--- src/tmr_pkg.sv ---
// Purpose: Shared constants and types for the 16-bit timer/counter block
// Assumes: 32-bit AHB-Lite register bus, one word per register
// Notes:   Offsets are byte addresses; word index is haddr[4:2]
package tmr_pkg;

	// Register byte offsets
	localparam logic [7:0]  ADDR_CTRL_A  = 8'h00;
	localparam logic [7:0]  ADDR_CTRL_B  = 8'h04;
	localparam logic [7:0]  ADDR_COUNT   = 8'h08;
	localparam logic [7:0]  ADDR_CMP_A   = 8'h0C;
	localparam logic [7:0]  ADDR_CMP_B   = 8'h10;
	localparam logic [7:0]  ADDR_CAPTURE = 8'h14;
	localparam logic [7:0]  ADDR_FLAGS   = 8'h18;
	localparam int          IDX_LSB      = 2;
	localparam int          IDX_MSB      = 4;

	// Reset values
	localparam logic [7:0]  CTRL_RST     = 8'h00;
	localparam logic [15:0] WORD_RST     = 16'h0000;

	// Flag bit positions in the flags register
	localparam int          FLG_OVF      = 0;
	localparam int          FLG_CAP      = 1;

	// Counter limits
	localparam logic [15:0] CNT_BOTTOM   = 16'h0000;
	localparam logic [15:0] CNT_ONE      = 16'h0001;
	localparam logic [15:0] TOP_MAX      = 16'hFFFF;
	localparam logic [15:0] TOP_8BIT     = 16'h00FF;
	localparam logic [15:0] TOP_9BIT     = 16'h01FF;
	localparam logic [15:0] TOP_10BIT    = 16'h03FF;

	// Prescaler tap masks: tap fires when masked bits are all one
	localparam logic [9:0]  PRE_ONE      = 10'h001;
	localparam logic [9:0]  PRE_DIV8     = 10'h007;
	localparam logic [9:0]  PRE_DIV16    = 10'h00F;
	localparam logic [9:0]  PRE_DIV32    = 10'h01F;
	localparam logic [9:0]  PRE_DIV64    = 10'h03F;
	localparam logic [9:0]  PRE_DIV256   = 10'h0FF;
	localparam logic [9:0]  PRE_DIV1024  = 10'h3FF;

	// Samples the capture noise filter needs
	localparam int          FILTER_SAMPLES = 4;

	// Control byte B field layout, bit 7 down to bit 0
	typedef struct packed {
		logic       noise_en;
		logic       edge_rise;
		logic       rsvd;
		logic [1:0] waveform_mode_high;
		logic [2:0] clock_select;
	} tmr_ctrl_b_type;

	// Registered address phase of a bus transfer
	typedef struct packed {
		logic       wr;
		logic       rd;
		logic       ok;
		logic [2:0] idx;
	} tmr_bus_type;

	typedef enum logic [3:0] {
		MODE_NORMAL   = 4'h0, MODE_PC8      = 4'h1,
		MODE_PC9      = 4'h2, MODE_PC10     = 4'h3,
		MODE_CTC_CMP  = 4'h4, MODE_FAST8    = 4'h5,
		MODE_FAST9    = 4'h6, MODE_FAST10   = 4'h7,
		MODE_PFC_CAP  = 4'h8, MODE_PFC_CMP  = 4'h9,
		MODE_PC_CAP   = 4'hA, MODE_PC_CMP   = 4'hB,
		MODE_CTC_CAP  = 4'hC, MODE_RESERVED = 4'hD,
		MODE_FAST_CAP = 4'hE, MODE_FAST_CMP = 4'hF
	} tmr_mode_type;

	typedef enum logic [2:0] {
		CS_STOP  = 3'h0, CS_DIV1    = 3'h1, CS_DIV8    = 3'h2,
		CS_DIV64 = 3'h3, CS_DIV256  = 3'h4, CS_DIV1024 = 3'h5,
		CS_ALT6  = 3'h6, CS_ALT7    = 3'h7
	} tmr_clk_sel_type;

	// Moment at which an update or flag happens
	typedef enum logic [1:0] {
		EV_NOW = 2'h0, EV_MAX = 2'h1, EV_TOP = 2'h3, EV_BOTTOM = 2'h2
	} tmr_event_type;

	typedef enum logic {DIR_UP = 1'b0, DIR_DOWN = 1'b1} tmr_dir_type;

endpackage : tmr_pkg

--- src/tmr_top.sv ---
// Purpose: 16-bit timer/counter control, clock select and input capture
// Assumes: AHB-Lite slave, single word transfers, hclk is the I/O clock
// Notes:   Reads take one wait state, writes none; response always OKAY
// Operation
// - Waveform mode from control bytes A and B
// - Mode 0 counts to 0xFFFF, overflow at MAX
// - Modes 1-3 phase correct, fixed TOP
// - Fast PWM modes update and overflow at TOP
// - CTC modes 4, 12; mode 13 reserved
// - Modes 8, 9 update and overflow at BOTTOM
// - Filter needs four equal capture samples
// - Filter delays capture by four cycles
// - Edge select: zero falling, one rising
// - Capture copies counter, sets capture flag
// - Capture disabled when capture sets TOP
// - Clock select stops or picks prescaler tap
// - First timer codes 6, 7 use external pin
// - External pin counts even when driven
// - Second timer codes 6, 7 divide 16, 32
//
// The AHB-Lite register port and the placing of the registers were left to the implementer.
`timescale 1ns/100ps
`default_nettype none
module tmr_top #(
	parameter bit SECOND_TIMER = 1'b0
) (
	input  wire logic        hclk,
	input  wire logic        hresetn,
	input  wire logic        ce,
	input  wire logic        hsel,
	input  wire logic [31:0] haddr,
	input  wire logic [1:0]  htrans,
	input  wire logic        hwrite,
	input  wire logic [2:0]  hsize,
	input  wire logic [31:0] hwdata,
	input  wire logic        hready,
	output logic      [31:0] hrdata,
	output logic             hreadyout,
	output logic             hresp,
	input  wire logic        capture_pin,
	input  wire logic        external_clock_pin,
	output logic             overflow_flag,
	output logic             capture_flag
);
	import tmr_pkg::*;

	// Bus state
	tmr_bus_type    bus_q, bus_d;
	logic [31:0]    hrdata_q, hrdata_d;
	logic           hready_q, hready_d;
	// Control and data registers
	logic [1:0]     waveform_mode_low_q, waveform_mode_low_d;
	tmr_ctrl_b_type ctrl_b_q, ctrl_b_d;
	logic [15:0]    cnt_q, cnt_d;
	logic [15:0]    cmp_a_buf_q, cmp_a_buf_d, cmp_b_buf_q, cmp_b_buf_d;
	logic [15:0]    cmp_a_q, cmp_a_d, cmp_b_q, cmp_b_d;
	logic [15:0]    capture_register_q, capture_register_d;
	logic           ovf_q, ovf_d, cap_q, cap_d;
	tmr_dir_type    dir_q, dir_d;
	logic [9:0]     pre_q, pre_d;
	logic           ext_prev_q, ext_prev_d, cap_prev_q, cap_prev_d;
	// Decoded control
	tmr_mode_type   waveform_mode;
	tmr_event_type  upd_at, ovf_at;
	logic [15:0]    top_v;
	logic           dual, cap_top, tick, at_top, at_bot;
	logic           ext_lvl, cap_lvl, cap_ev, ovf_ev, upd_ev;
	logic           wr_go, wr_cnt, wr_cap;
	logic [31:0]    rd_mux;

	// Synchronise the external clock pin, never filtered
	tmr_sync_filter u_ext_sync (
		.hclk      (hclk),
		.hresetn   (hresetn),
		.ce        (ce),
		.pin       (external_clock_pin),
		.filter_en (1'b0),
		.level     (ext_lvl)
	);

	// Synchronise and optionally filter the capture pin
	tmr_sync_filter u_cap_sync (
		.hclk      (hclk),
		.hresetn   (hresetn),
		.ce        (ce),
		.pin       (capture_pin),
		.filter_en (ctrl_b_q.noise_en),
		.level     (cap_lvl)
	);

	// Mode decode: TOP source, update and overflow moments
	always_comb begin
		waveform_mode = tmr_mode_type'({ctrl_b_q.waveform_mode_high,
			waveform_mode_low_q});
		top_v  = TOP_MAX;
		dual   = 1'b0;
		upd_at = EV_NOW;
		ovf_at = EV_MAX;
		case (waveform_mode)
			MODE_PC8, MODE_PC9, MODE_PC10: begin
				top_v  = (waveform_mode == MODE_PC8) ? TOP_8BIT :
					(waveform_mode == MODE_PC9) ? TOP_9BIT : TOP_10BIT;
				dual   = 1'b1;
				upd_at = EV_TOP;
				ovf_at = EV_BOTTOM;
			end
			MODE_CTC_CMP: top_v = cmp_a_q;
			MODE_CTC_CAP: top_v = capture_register_q;
			MODE_FAST8, MODE_FAST9, MODE_FAST10, MODE_FAST_CAP,
			MODE_FAST_CMP: begin
				top_v  = (waveform_mode == MODE_FAST8) ? TOP_8BIT :
					(waveform_mode == MODE_FAST9) ? TOP_9BIT :
					(waveform_mode == MODE_FAST10) ? TOP_10BIT :
					(waveform_mode == MODE_FAST_CAP) ? capture_register_q
					: cmp_a_q;
				upd_at = EV_TOP;
				ovf_at = EV_TOP;
			end
			MODE_PFC_CAP, MODE_PFC_CMP: begin
				top_v  = (waveform_mode == MODE_PFC_CAP) ?
					capture_register_q : cmp_a_q;
				dual   = 1'b1;
				upd_at = EV_BOTTOM;
				ovf_at = EV_BOTTOM;
			end
			MODE_PC_CAP, MODE_PC_CMP: begin
				top_v  = (waveform_mode == MODE_PC_CAP) ?
					capture_register_q : cmp_a_q;
				dual   = 1'b1;
				upd_at = EV_TOP;
				ovf_at = EV_BOTTOM;
			end
			default: top_v = TOP_MAX;
		endcase
		cap_top = (waveform_mode == MODE_PFC_CAP) ||
			(waveform_mode == MODE_PC_CAP) ||
			(waveform_mode == MODE_CTC_CAP) ||
			(waveform_mode == MODE_FAST_CAP);
	end

	// Clock source select: prescaler taps or external pin edges
	always_comb begin
		pre_d      = pre_q + PRE_ONE;
		ext_prev_d = ext_lvl;
		case (ctrl_b_q.clock_select)
			CS_STOP:    tick = 1'b0;
			CS_DIV1:    tick = 1'b1;
			CS_DIV8:    tick = (pre_q & PRE_DIV8) == PRE_DIV8;
			CS_DIV64:   tick = (pre_q & PRE_DIV64) == PRE_DIV64;
			CS_DIV256:  tick = (pre_q & PRE_DIV256) == PRE_DIV256;
			CS_DIV1024: tick = (pre_q & PRE_DIV1024) == PRE_DIV1024;
			CS_ALT6:    tick = SECOND_TIMER ?
				((pre_q & PRE_DIV16) == PRE_DIV16) :
				(ext_prev_q && !ext_lvl);
			CS_ALT7:    tick = SECOND_TIMER ?
				((pre_q & PRE_DIV32) == PRE_DIV32) :
				(!ext_prev_q && ext_lvl);
			default:    tick = 1'b0;
		endcase
	end

	// Bus address phase decode and read mux
	always_comb begin
		wr_go  = bus_q.wr && bus_q.ok;
		wr_cnt = wr_go && (bus_q.idx == ADDR_COUNT[IDX_MSB:IDX_LSB]);
		wr_cap = wr_go && (bus_q.idx == ADDR_CAPTURE[IDX_MSB:IDX_LSB]);
		bus_d  = '0;
		if (hsel && htrans[1] && hready) begin
			bus_d.wr  = hwrite;
			bus_d.rd  = !hwrite;
			bus_d.ok  = (haddr[31:IDX_MSB+1] == '0) &&
				(haddr[IDX_MSB:IDX_LSB] <= ADDR_FLAGS[IDX_MSB:IDX_LSB]);
			bus_d.idx = haddr[IDX_MSB:IDX_LSB];
		end
		hready_d = !bus_d.rd;
		rd_mux   = '0;
		case ({3'b000, bus_q.idx, 2'b00})
			ADDR_CTRL_A:  rd_mux[1:0] = waveform_mode_low_q;
			ADDR_CTRL_B:  rd_mux[7:0] = ctrl_b_q;
			ADDR_COUNT:   rd_mux[15:0] = cnt_q;
			ADDR_CMP_A:   rd_mux[15:0] = cmp_a_buf_q;
			ADDR_CMP_B:   rd_mux[15:0] = cmp_b_buf_q;
			ADDR_CAPTURE: rd_mux[15:0] = capture_register_q;
			ADDR_FLAGS: begin
				rd_mux[FLG_OVF] = ovf_q;
				rd_mux[FLG_CAP] = cap_q;
			end
			default:      rd_mux = '0;
		endcase
		hrdata_d = bus_q.rd ? rd_mux : hrdata_q;
	end

	// Counting sequence, compare buffers, capture and flags
	always_comb begin
		at_top  = cnt_q == top_v;
		at_bot  = cnt_q == CNT_BOTTOM;
		cnt_d   = cnt_q;
		dir_d   = dual ? dir_q : DIR_UP;
		ovf_ev  = 1'b0;
		if (tick) begin
			if (!dual) begin
				cnt_d = at_top ? CNT_BOTTOM : cnt_q + CNT_ONE;
			end else if (dir_q == DIR_UP) begin
				dir_d = at_top ? DIR_DOWN : DIR_UP;
				cnt_d = at_top ? cnt_q - CNT_ONE : cnt_q + CNT_ONE;
			end else begin
				dir_d = at_bot ? DIR_UP : DIR_DOWN;
				cnt_d = at_bot ? cnt_q + CNT_ONE : cnt_q - CNT_ONE;
			end
			case (ovf_at)
				EV_MAX:    ovf_ev = cnt_q == TOP_MAX;
				EV_TOP:    ovf_ev = at_top;
				EV_BOTTOM: ovf_ev = at_bot && dir_q == DIR_DOWN;
				default:   ovf_ev = 1'b0;
			endcase
		end
		case (upd_at)
			EV_TOP:    upd_ev = tick && at_top;
			EV_BOTTOM: upd_ev = tick && at_bot;
			default:   upd_ev = 1'b1;
		endcase
		cmp_a_d = upd_ev ? cmp_a_buf_q : cmp_a_q;
		cmp_b_d = upd_ev ? cmp_b_buf_q : cmp_b_q;
		// Capture edge qualification
		cap_prev_d = cap_lvl;
		cap_ev = (ctrl_b_q.edge_rise ? (!cap_prev_q && cap_lvl) :
			(cap_prev_q && !cap_lvl)) && !cap_top;
		capture_register_d = cap_ev ? cnt_q : capture_register_q;
		// Software writes
		waveform_mode_low_d = waveform_mode_low_q;
		ctrl_b_d    = ctrl_b_q;
		cmp_a_buf_d = cmp_a_buf_q;
		cmp_b_buf_d = cmp_b_buf_q;
		ovf_d = ovf_q;
		cap_d = cap_q;
		if (wr_go) begin
			case ({3'b000, bus_q.idx, 2'b00})
				ADDR_CTRL_A: waveform_mode_low_d = hwdata[1:0];
				ADDR_CTRL_B: begin
					ctrl_b_d      = hwdata[7:0];
					ctrl_b_d.rsvd = 1'b0;
				end
				ADDR_COUNT:   cnt_d = hwdata[15:0];
				ADDR_CMP_A:   cmp_a_buf_d = hwdata[15:0];
				ADDR_CMP_B:   cmp_b_buf_d = hwdata[15:0];
				ADDR_CAPTURE: capture_register_d = hwdata[15:0];
				ADDR_FLAGS: begin
					ovf_d = ovf_q && !hwdata[FLG_OVF];
					cap_d = cap_q && !hwdata[FLG_CAP];
				end
				default: ovf_d = ovf_q;
			endcase
		end
		// Hardware set wins over a same-cycle clear
		if (ovf_ev) begin
			ovf_d = 1'b1;
		end
		if (cap_ev) begin
			cap_d = 1'b1;
			capture_register_d = cnt_q;
		end
	end

	// Register all state; ce low freezes everything
	always_ff @(posedge hclk or negedge hresetn) begin
		if (!hresetn) begin
			bus_q               <= '0;
			hrdata_q            <= '0;
			hready_q            <= 1'b1;
			waveform_mode_low_q <= CTRL_RST[1:0];
			ctrl_b_q            <= CTRL_RST;
			cnt_q               <= WORD_RST;
			cmp_a_buf_q         <= WORD_RST;
			cmp_b_buf_q         <= WORD_RST;
			cmp_a_q             <= WORD_RST;
			cmp_b_q             <= WORD_RST;
			capture_register_q  <= WORD_RST;
			ovf_q               <= 1'b0;
			cap_q               <= 1'b0;
			dir_q               <= DIR_UP;
			pre_q               <= '0;
			ext_prev_q          <= 1'b0;
			cap_prev_q          <= 1'b0;
		end else if (ce) begin
			bus_q               <= bus_d;
			hrdata_q            <= hrdata_d;
			hready_q            <= hready_d;
			waveform_mode_low_q <= waveform_mode_low_d;
			ctrl_b_q            <= ctrl_b_d;
			cnt_q               <= cnt_d;
			cmp_a_buf_q         <= cmp_a_buf_d;
			cmp_b_buf_q         <= cmp_b_buf_d;
			cmp_a_q             <= cmp_a_d;
			cmp_b_q             <= cmp_b_d;
			capture_register_q  <= capture_register_d;
			ovf_q               <= ovf_d;
			cap_q               <= cap_d;
			dir_q               <= dir_d;
			pre_q               <= pre_d;
			ext_prev_q          <= ext_prev_d;
			cap_prev_q          <= cap_prev_d;
		end
	end

	// Outputs straight from flip-flops; hresp tied to OKAY
	assign hrdata        = hrdata_q;
	assign hreadyout     = hready_q;
	assign hresp         = 1'b0;
	assign overflow_flag = ovf_q;
	assign capture_flag  = cap_q;
endmodule : tmr_top
`default_nettype wire

--- src/tmr_sync_filter.sv ---
// Purpose: Two-stage synchroniser with optional four-sample filter
// Assumes: Pin is asynchronous to hclk
// Notes:   Filter adds four cycles of delay when enabled
`timescale 1ns/100ps
`default_nettype none
module tmr_sync_filter (
	input  wire logic hclk,
	input  wire logic hresetn,
	input  wire logic ce,
	input  wire logic pin,
	input  wire logic filter_en,
	output logic      level
);
	import tmr_pkg::*;

	logic                      sync1_q, sync1_d;
	logic                      sync2_q, sync2_d;
	logic [FILTER_SAMPLES-1:0] hist_q, hist_d;
	logic                      level_q, level_d;

	// Shift samples and decide the filtered level
	always_comb begin
		sync1_d = pin;
		sync2_d = sync1_q;
		hist_d  = {hist_q[FILTER_SAMPLES-2:0], sync2_q};
		level_d = level_q;
		if (!filter_en) begin
			level_d = sync2_q;
		end else if (&hist_q || ~|hist_q) begin
			level_d = hist_q[0];
		end
	end

	// Register stage, frozen while ce is low
	always_ff @(posedge hclk or negedge hresetn) begin
		if (!hresetn) begin
			sync1_q <= 1'b0;
			sync2_q <= 1'b0;
			hist_q  <= '0;
			level_q <= 1'b0;
		end else if (ce) begin
			sync1_q <= sync1_d;
			sync2_q <= sync2_d;
			hist_q  <= hist_d;
			level_q <= level_d;
		end
	end

	assign level = level_q;
endmodule : tmr_sync_filter
`default_nettype wire

--- config.mk ---
export PLATFORM = sky130hd
export DESIGN_NAME = tmr_top
export DESIGN_NICKNAME = d
export VERILOG_FILES = /design/src/tmr_pkg.sv /design/src/tmr_top.sv /design/src/tmr_sync_filter.sv
export SDC_FILE = /design/constraint.sdc
export NUM_CORES = 1
export LEC_CHECK = 0
export ABC_CLOCK_PERIOD_IN_PS = 6300
export BUFFER_PORTS_ARGS = -buffer_cell sky130_fd_sc_hd__buf_2
export CORE_AREA = 2 2 143 145
export DETAILED_ROUTE_END_ITERATION = 10
export DIE_AREA = 0 0 145 147
export PLACE_DENSITY = 0.6
export RECOVER_POWER = 50
export SLEW_MARGIN = 20
export SYNTH_ARGS = -nofsm -noshare
export SYNTH_HDL_FRONTEND = slang
export SYNTH_SLANG_ARGS = --single-unit
--- constraint.sdc ---
create_clock -name hclk -period 6.3 [get_ports hclk]
set_clock_uncertainty 0.2 [all_clocks]
set_input_delay 0 -clock hclk [delete_from_list [all_inputs] [get_ports hclk]]
set_output_delay 0 -clock hclk [all_outputs]
set_load 0.02 [all_outputs]
==> flow_summary.yaml <==
routing:
  wl_per_cell_um: 19.2
  topRoutingLayerUsed: "met4"
  wirelength_met1_mm: 11.3
  dr.pass1.iters: 5
  finalWirelength_mm: 24.5
  drt-initial-drc-count: 713
  num_vias: 7333
  via_per_inst: 5.76
  wl_met3_mm: 1.70
  dr_wl_met2_mm: 11.2
  ant_nets: 0
  route.detailed.drc: 0
setup_path:
  critPathKind: "in -> reg"
  worstRegToRegCells: 8
  cp.arrival_ps: 4720
  crit_chain: "buf_2 > clkbuf_1 > clkinv_1 > nor2_1 > nand2_1 > nor3_1 > mux2i_1 > a21oi_1 > a21oi_1"
  path_common_cell: "a21oi_1"
  crit_family: "buffers and inverters"
  crit_path_end_kind: "register"
  critPathMaxFanout: 49
  path_buf_inv: 3
  r2r-end: "cmp_a_q[13]$_DFFE_PN0P_"
  critPathSlowestCell: "clkbuf_1"
  critPathMaxStageDelay_ps: 1890
  cp-start-kind: "input port"
  required_ps: 6400
  reg2reg_slack_ps: 2180
  timing.rr.start: "waveform_mode_low_q[1]$_DFFE_PN0P_"
logic_synthesis:
  async_flop_share_pct: 100
  ys_ff_latch: 137
  ys_types: 74
  synth-simple-area-share_pct: 16.8
  synth_top_family_by_area: "compound AO/OA/AOI/OAI gates"
  synthCells: 913
  yosysSeqAreaShare_pct: 40.8
  synth_mux_area_share_pct: 13.1
  ys.flop_type: "dfrtp_1"
  synth-compound-area-share_pct: 20.6
  synth_edf_count: 0
  synth-xor-area-share_pct: 1.98
  synth_warnings: 0
  synth-adder-area-share_pct: 0.745
  avgSynthCellArea_um2: 9.20
  syn-cell-area_um2: 8400
finish:
  syn2layout_area_growth_pct: 16.1
  antenna_cells: 0
  regArea_um2: 3430
  drive_gt1_share_pct: 16.4
  multiInputGateArea_um2: 4540
  fill_cells: 1891
  finalInstanceArea_um2: 9750
  nNetsFinal: 1073
hold_path:
  holdPathEnd: "u_ext_sync.sync1_q$_DFFE_PN0P_"
  min-delay-start: "external_clock_pin"
  hold_path.class: "in -> reg"
  whs_path_depth: 3
die:
  io_pins: 113
  die_area_um2: 21300
  core_um2: 19800
  start_util_pct: 42.3
  die_w_um: 145
  die_h_um: 147
  fp-row-count: 52
clocking:
  cts_post_setup_buffers_inserted: 0
  cts.htree.levels: 4
  clock-sinks: 137
  cts-buffers-inserted: 17
  clk_root_buffer_cell: "clkbuf_16"
  clk_latency_ps: 430
  clock_path_buffers: 2
  cts_tree: "built"
  clk_pin_slew_ps: 60
grt:
  grt_pass1_vias: 6966
  antenna_found_initial: 0
  track_usage_pct: 23.3
  grt_max_degree: 80
  grt_overflow_total: 0
  grt_pass1_wl_mm: 39.1
timing:
  fmax_ghz: 0.216
  min_period_ps: 4620
  slew_headroom_pct: -111
  worst_pin_slew_ps: 3170
  rsz0062_at_grt: "false"
  fin_setup_tns_ps: 0
  setup_viol: 0
  hold_viol: 0
  timing.final.crit_share_pct: 73.4
  slew_violations: 109
  hold_ws_ps: 153
run:
  drv_cap: 2
placed_design:
  portBuffers: 73
  place_area_um2: 8860
  gp_congestion: 0.926
  hpwl_mm: 16.5
pwr:
  vdd_ir_drop_max_uv: 156
  power_density_nw_per_um2: 262
  p_leak_uw: 0.00418
run_status:
  violations: "max-capacitance violations, max-slew violations"
  status: "finished, violations left"
[metal layers]
layer  vias to the layer above  global-route usage, %
li1                       3498                      -
met1                      3546                   33.6
met2                       264                   36.0
met3                        25                   4.01
met4                         0                   7.03
met5                         -                      0
[power breakdown]
| group | internal, uW | switching, uW |
|---|---|---|
| Sequential | 949 | 134 |
| Combinational | 214 | 291 |
| Clock | 549 | 415 |
| Total | 1710 | 841 |
[worst reg2reg max path: cells and delay by family (launching register included)]
family,cells,cell delay (ps)
DFF,1,690
AOI/OAI and AO/OA,3,1030
and+or+nand+nor,4,1670
muxes,1,410
[cells by family (layout without fill, tap and decap cells)]
family,Yosys count,after routing
AO/OA/AOI/OAI,260,260
XOR/XNOR,19,19
adder cells (fa/ha/maj),5,5
buffers and inverters,102,177
flip-flops,137,137
multiplexers,102,102
other,1,17
AND/OR/NAND/NOR,287,287
[flip-flops by register name (all words and copies together) (netlist names), 2 cells and up]
register / cells
cmp_a_q: 16
cnt_q: 16
bus_q: 6
cmp_a_buf_q: 16
pre_q: 10
cmp_b_buf_q: 16
hrdata: 16
capture_register_q: 16
waveform_mode_low_q: 2
ctrl_b_q: 7
u_cap_sync.hist_q: 4
[layout by cell type (no fill, tap or decap), types with 22 or more instances in the layout]
cell type,n
buf_2,53
o22ai_1,22
inv_1,23
o21ai_0,71
dlygate4sd3_1,35
a21oi_1,43
mux2i_1,37
nor3_1,23
nand2_1,96
mux2_2,55
dfrtp_1,135
clkbuf_1,22
nor2_1,60
[through the flow]
step,total power (uW),utilization (%),instances,setup WS (ps)
floorplan,1420,-,929,3280
finish,2550,49.1,1274,1680
global route,2670,49.1,1274,1370
detailed placement,1580,44.6,1206,2310
global placement,1580,44.6,1206,2350
CTS,2560,49.4,1274,2290
[how the worst max path moves through the flow]
stage	start	endpoint	cells past startpoint
2_1_floorplan	waveform_mode_low_q[0]$_DFFE_PN0P_	cmp_a_q[0]$_DFFE_PN0P_	11
3_3_place_gp	waveform_mode_low_q[1]$_DFFE_PN0P_	cmp_a_q[15]$_DFFE_PN0P_	8
3_5_place_dp	waveform_mode_low_q[1]$_DFFE_PN0P_	cmp_a_q[13]$_DFFE_PN0P_	8
4_1_cts	waveform_mode_low_q[1]$_DFFE_PN0P_	cmp_a_q[13]$_DFFE_PN0P_	8
5_1_grt	ce	cnt_q[5]$_DFFE_PN0P_	9
6_report	ce	cnt_q[5]$_DFFE_PN0P_	9
[timing repair]
item                                    4_1_cts  5_1_grt
hold buffers                                 36        0
resized for setup                             0        0
hold endpoints to repair                    142        0
endpoints found under the setup margin        0        0
[cell usage after synthesis, drive strengths merged, types with 9 or more instances]
master,n,share of area (%)
xnor2,13,1.4
clkbuf,38,1.7
mux2i,37,4.4
and3,12,0.89
a31oi,18,1.3
nor2,60,2.7
dfrtp,136,41
o22ai,22,1.6
nand2b,18,1.3
nor2b,9,0.70
o21ai,72,4.3
inv,23,1.0
a21oi,49,3.3
o22a,9,0.94
o31ai,16,1.4
nand4,12,0.89
buf,39,3.0
mux2,65,8.7
nand2,96,4.3
nor4,16,1.4
nand3,21,1.3
nor3,23,1.4
[area by class of cell]
cell class                 instances  area share, %
clock buffer                      17           4.36
clock inverter                    15           1.42
inverter                          25          0.963
multi-input combinational        690           46.6
sequential                       137           35.2
tap                              270           3.47
timing repair buffer             120           7.97
No activity file was read; power rests on OpenSTA's default activity.
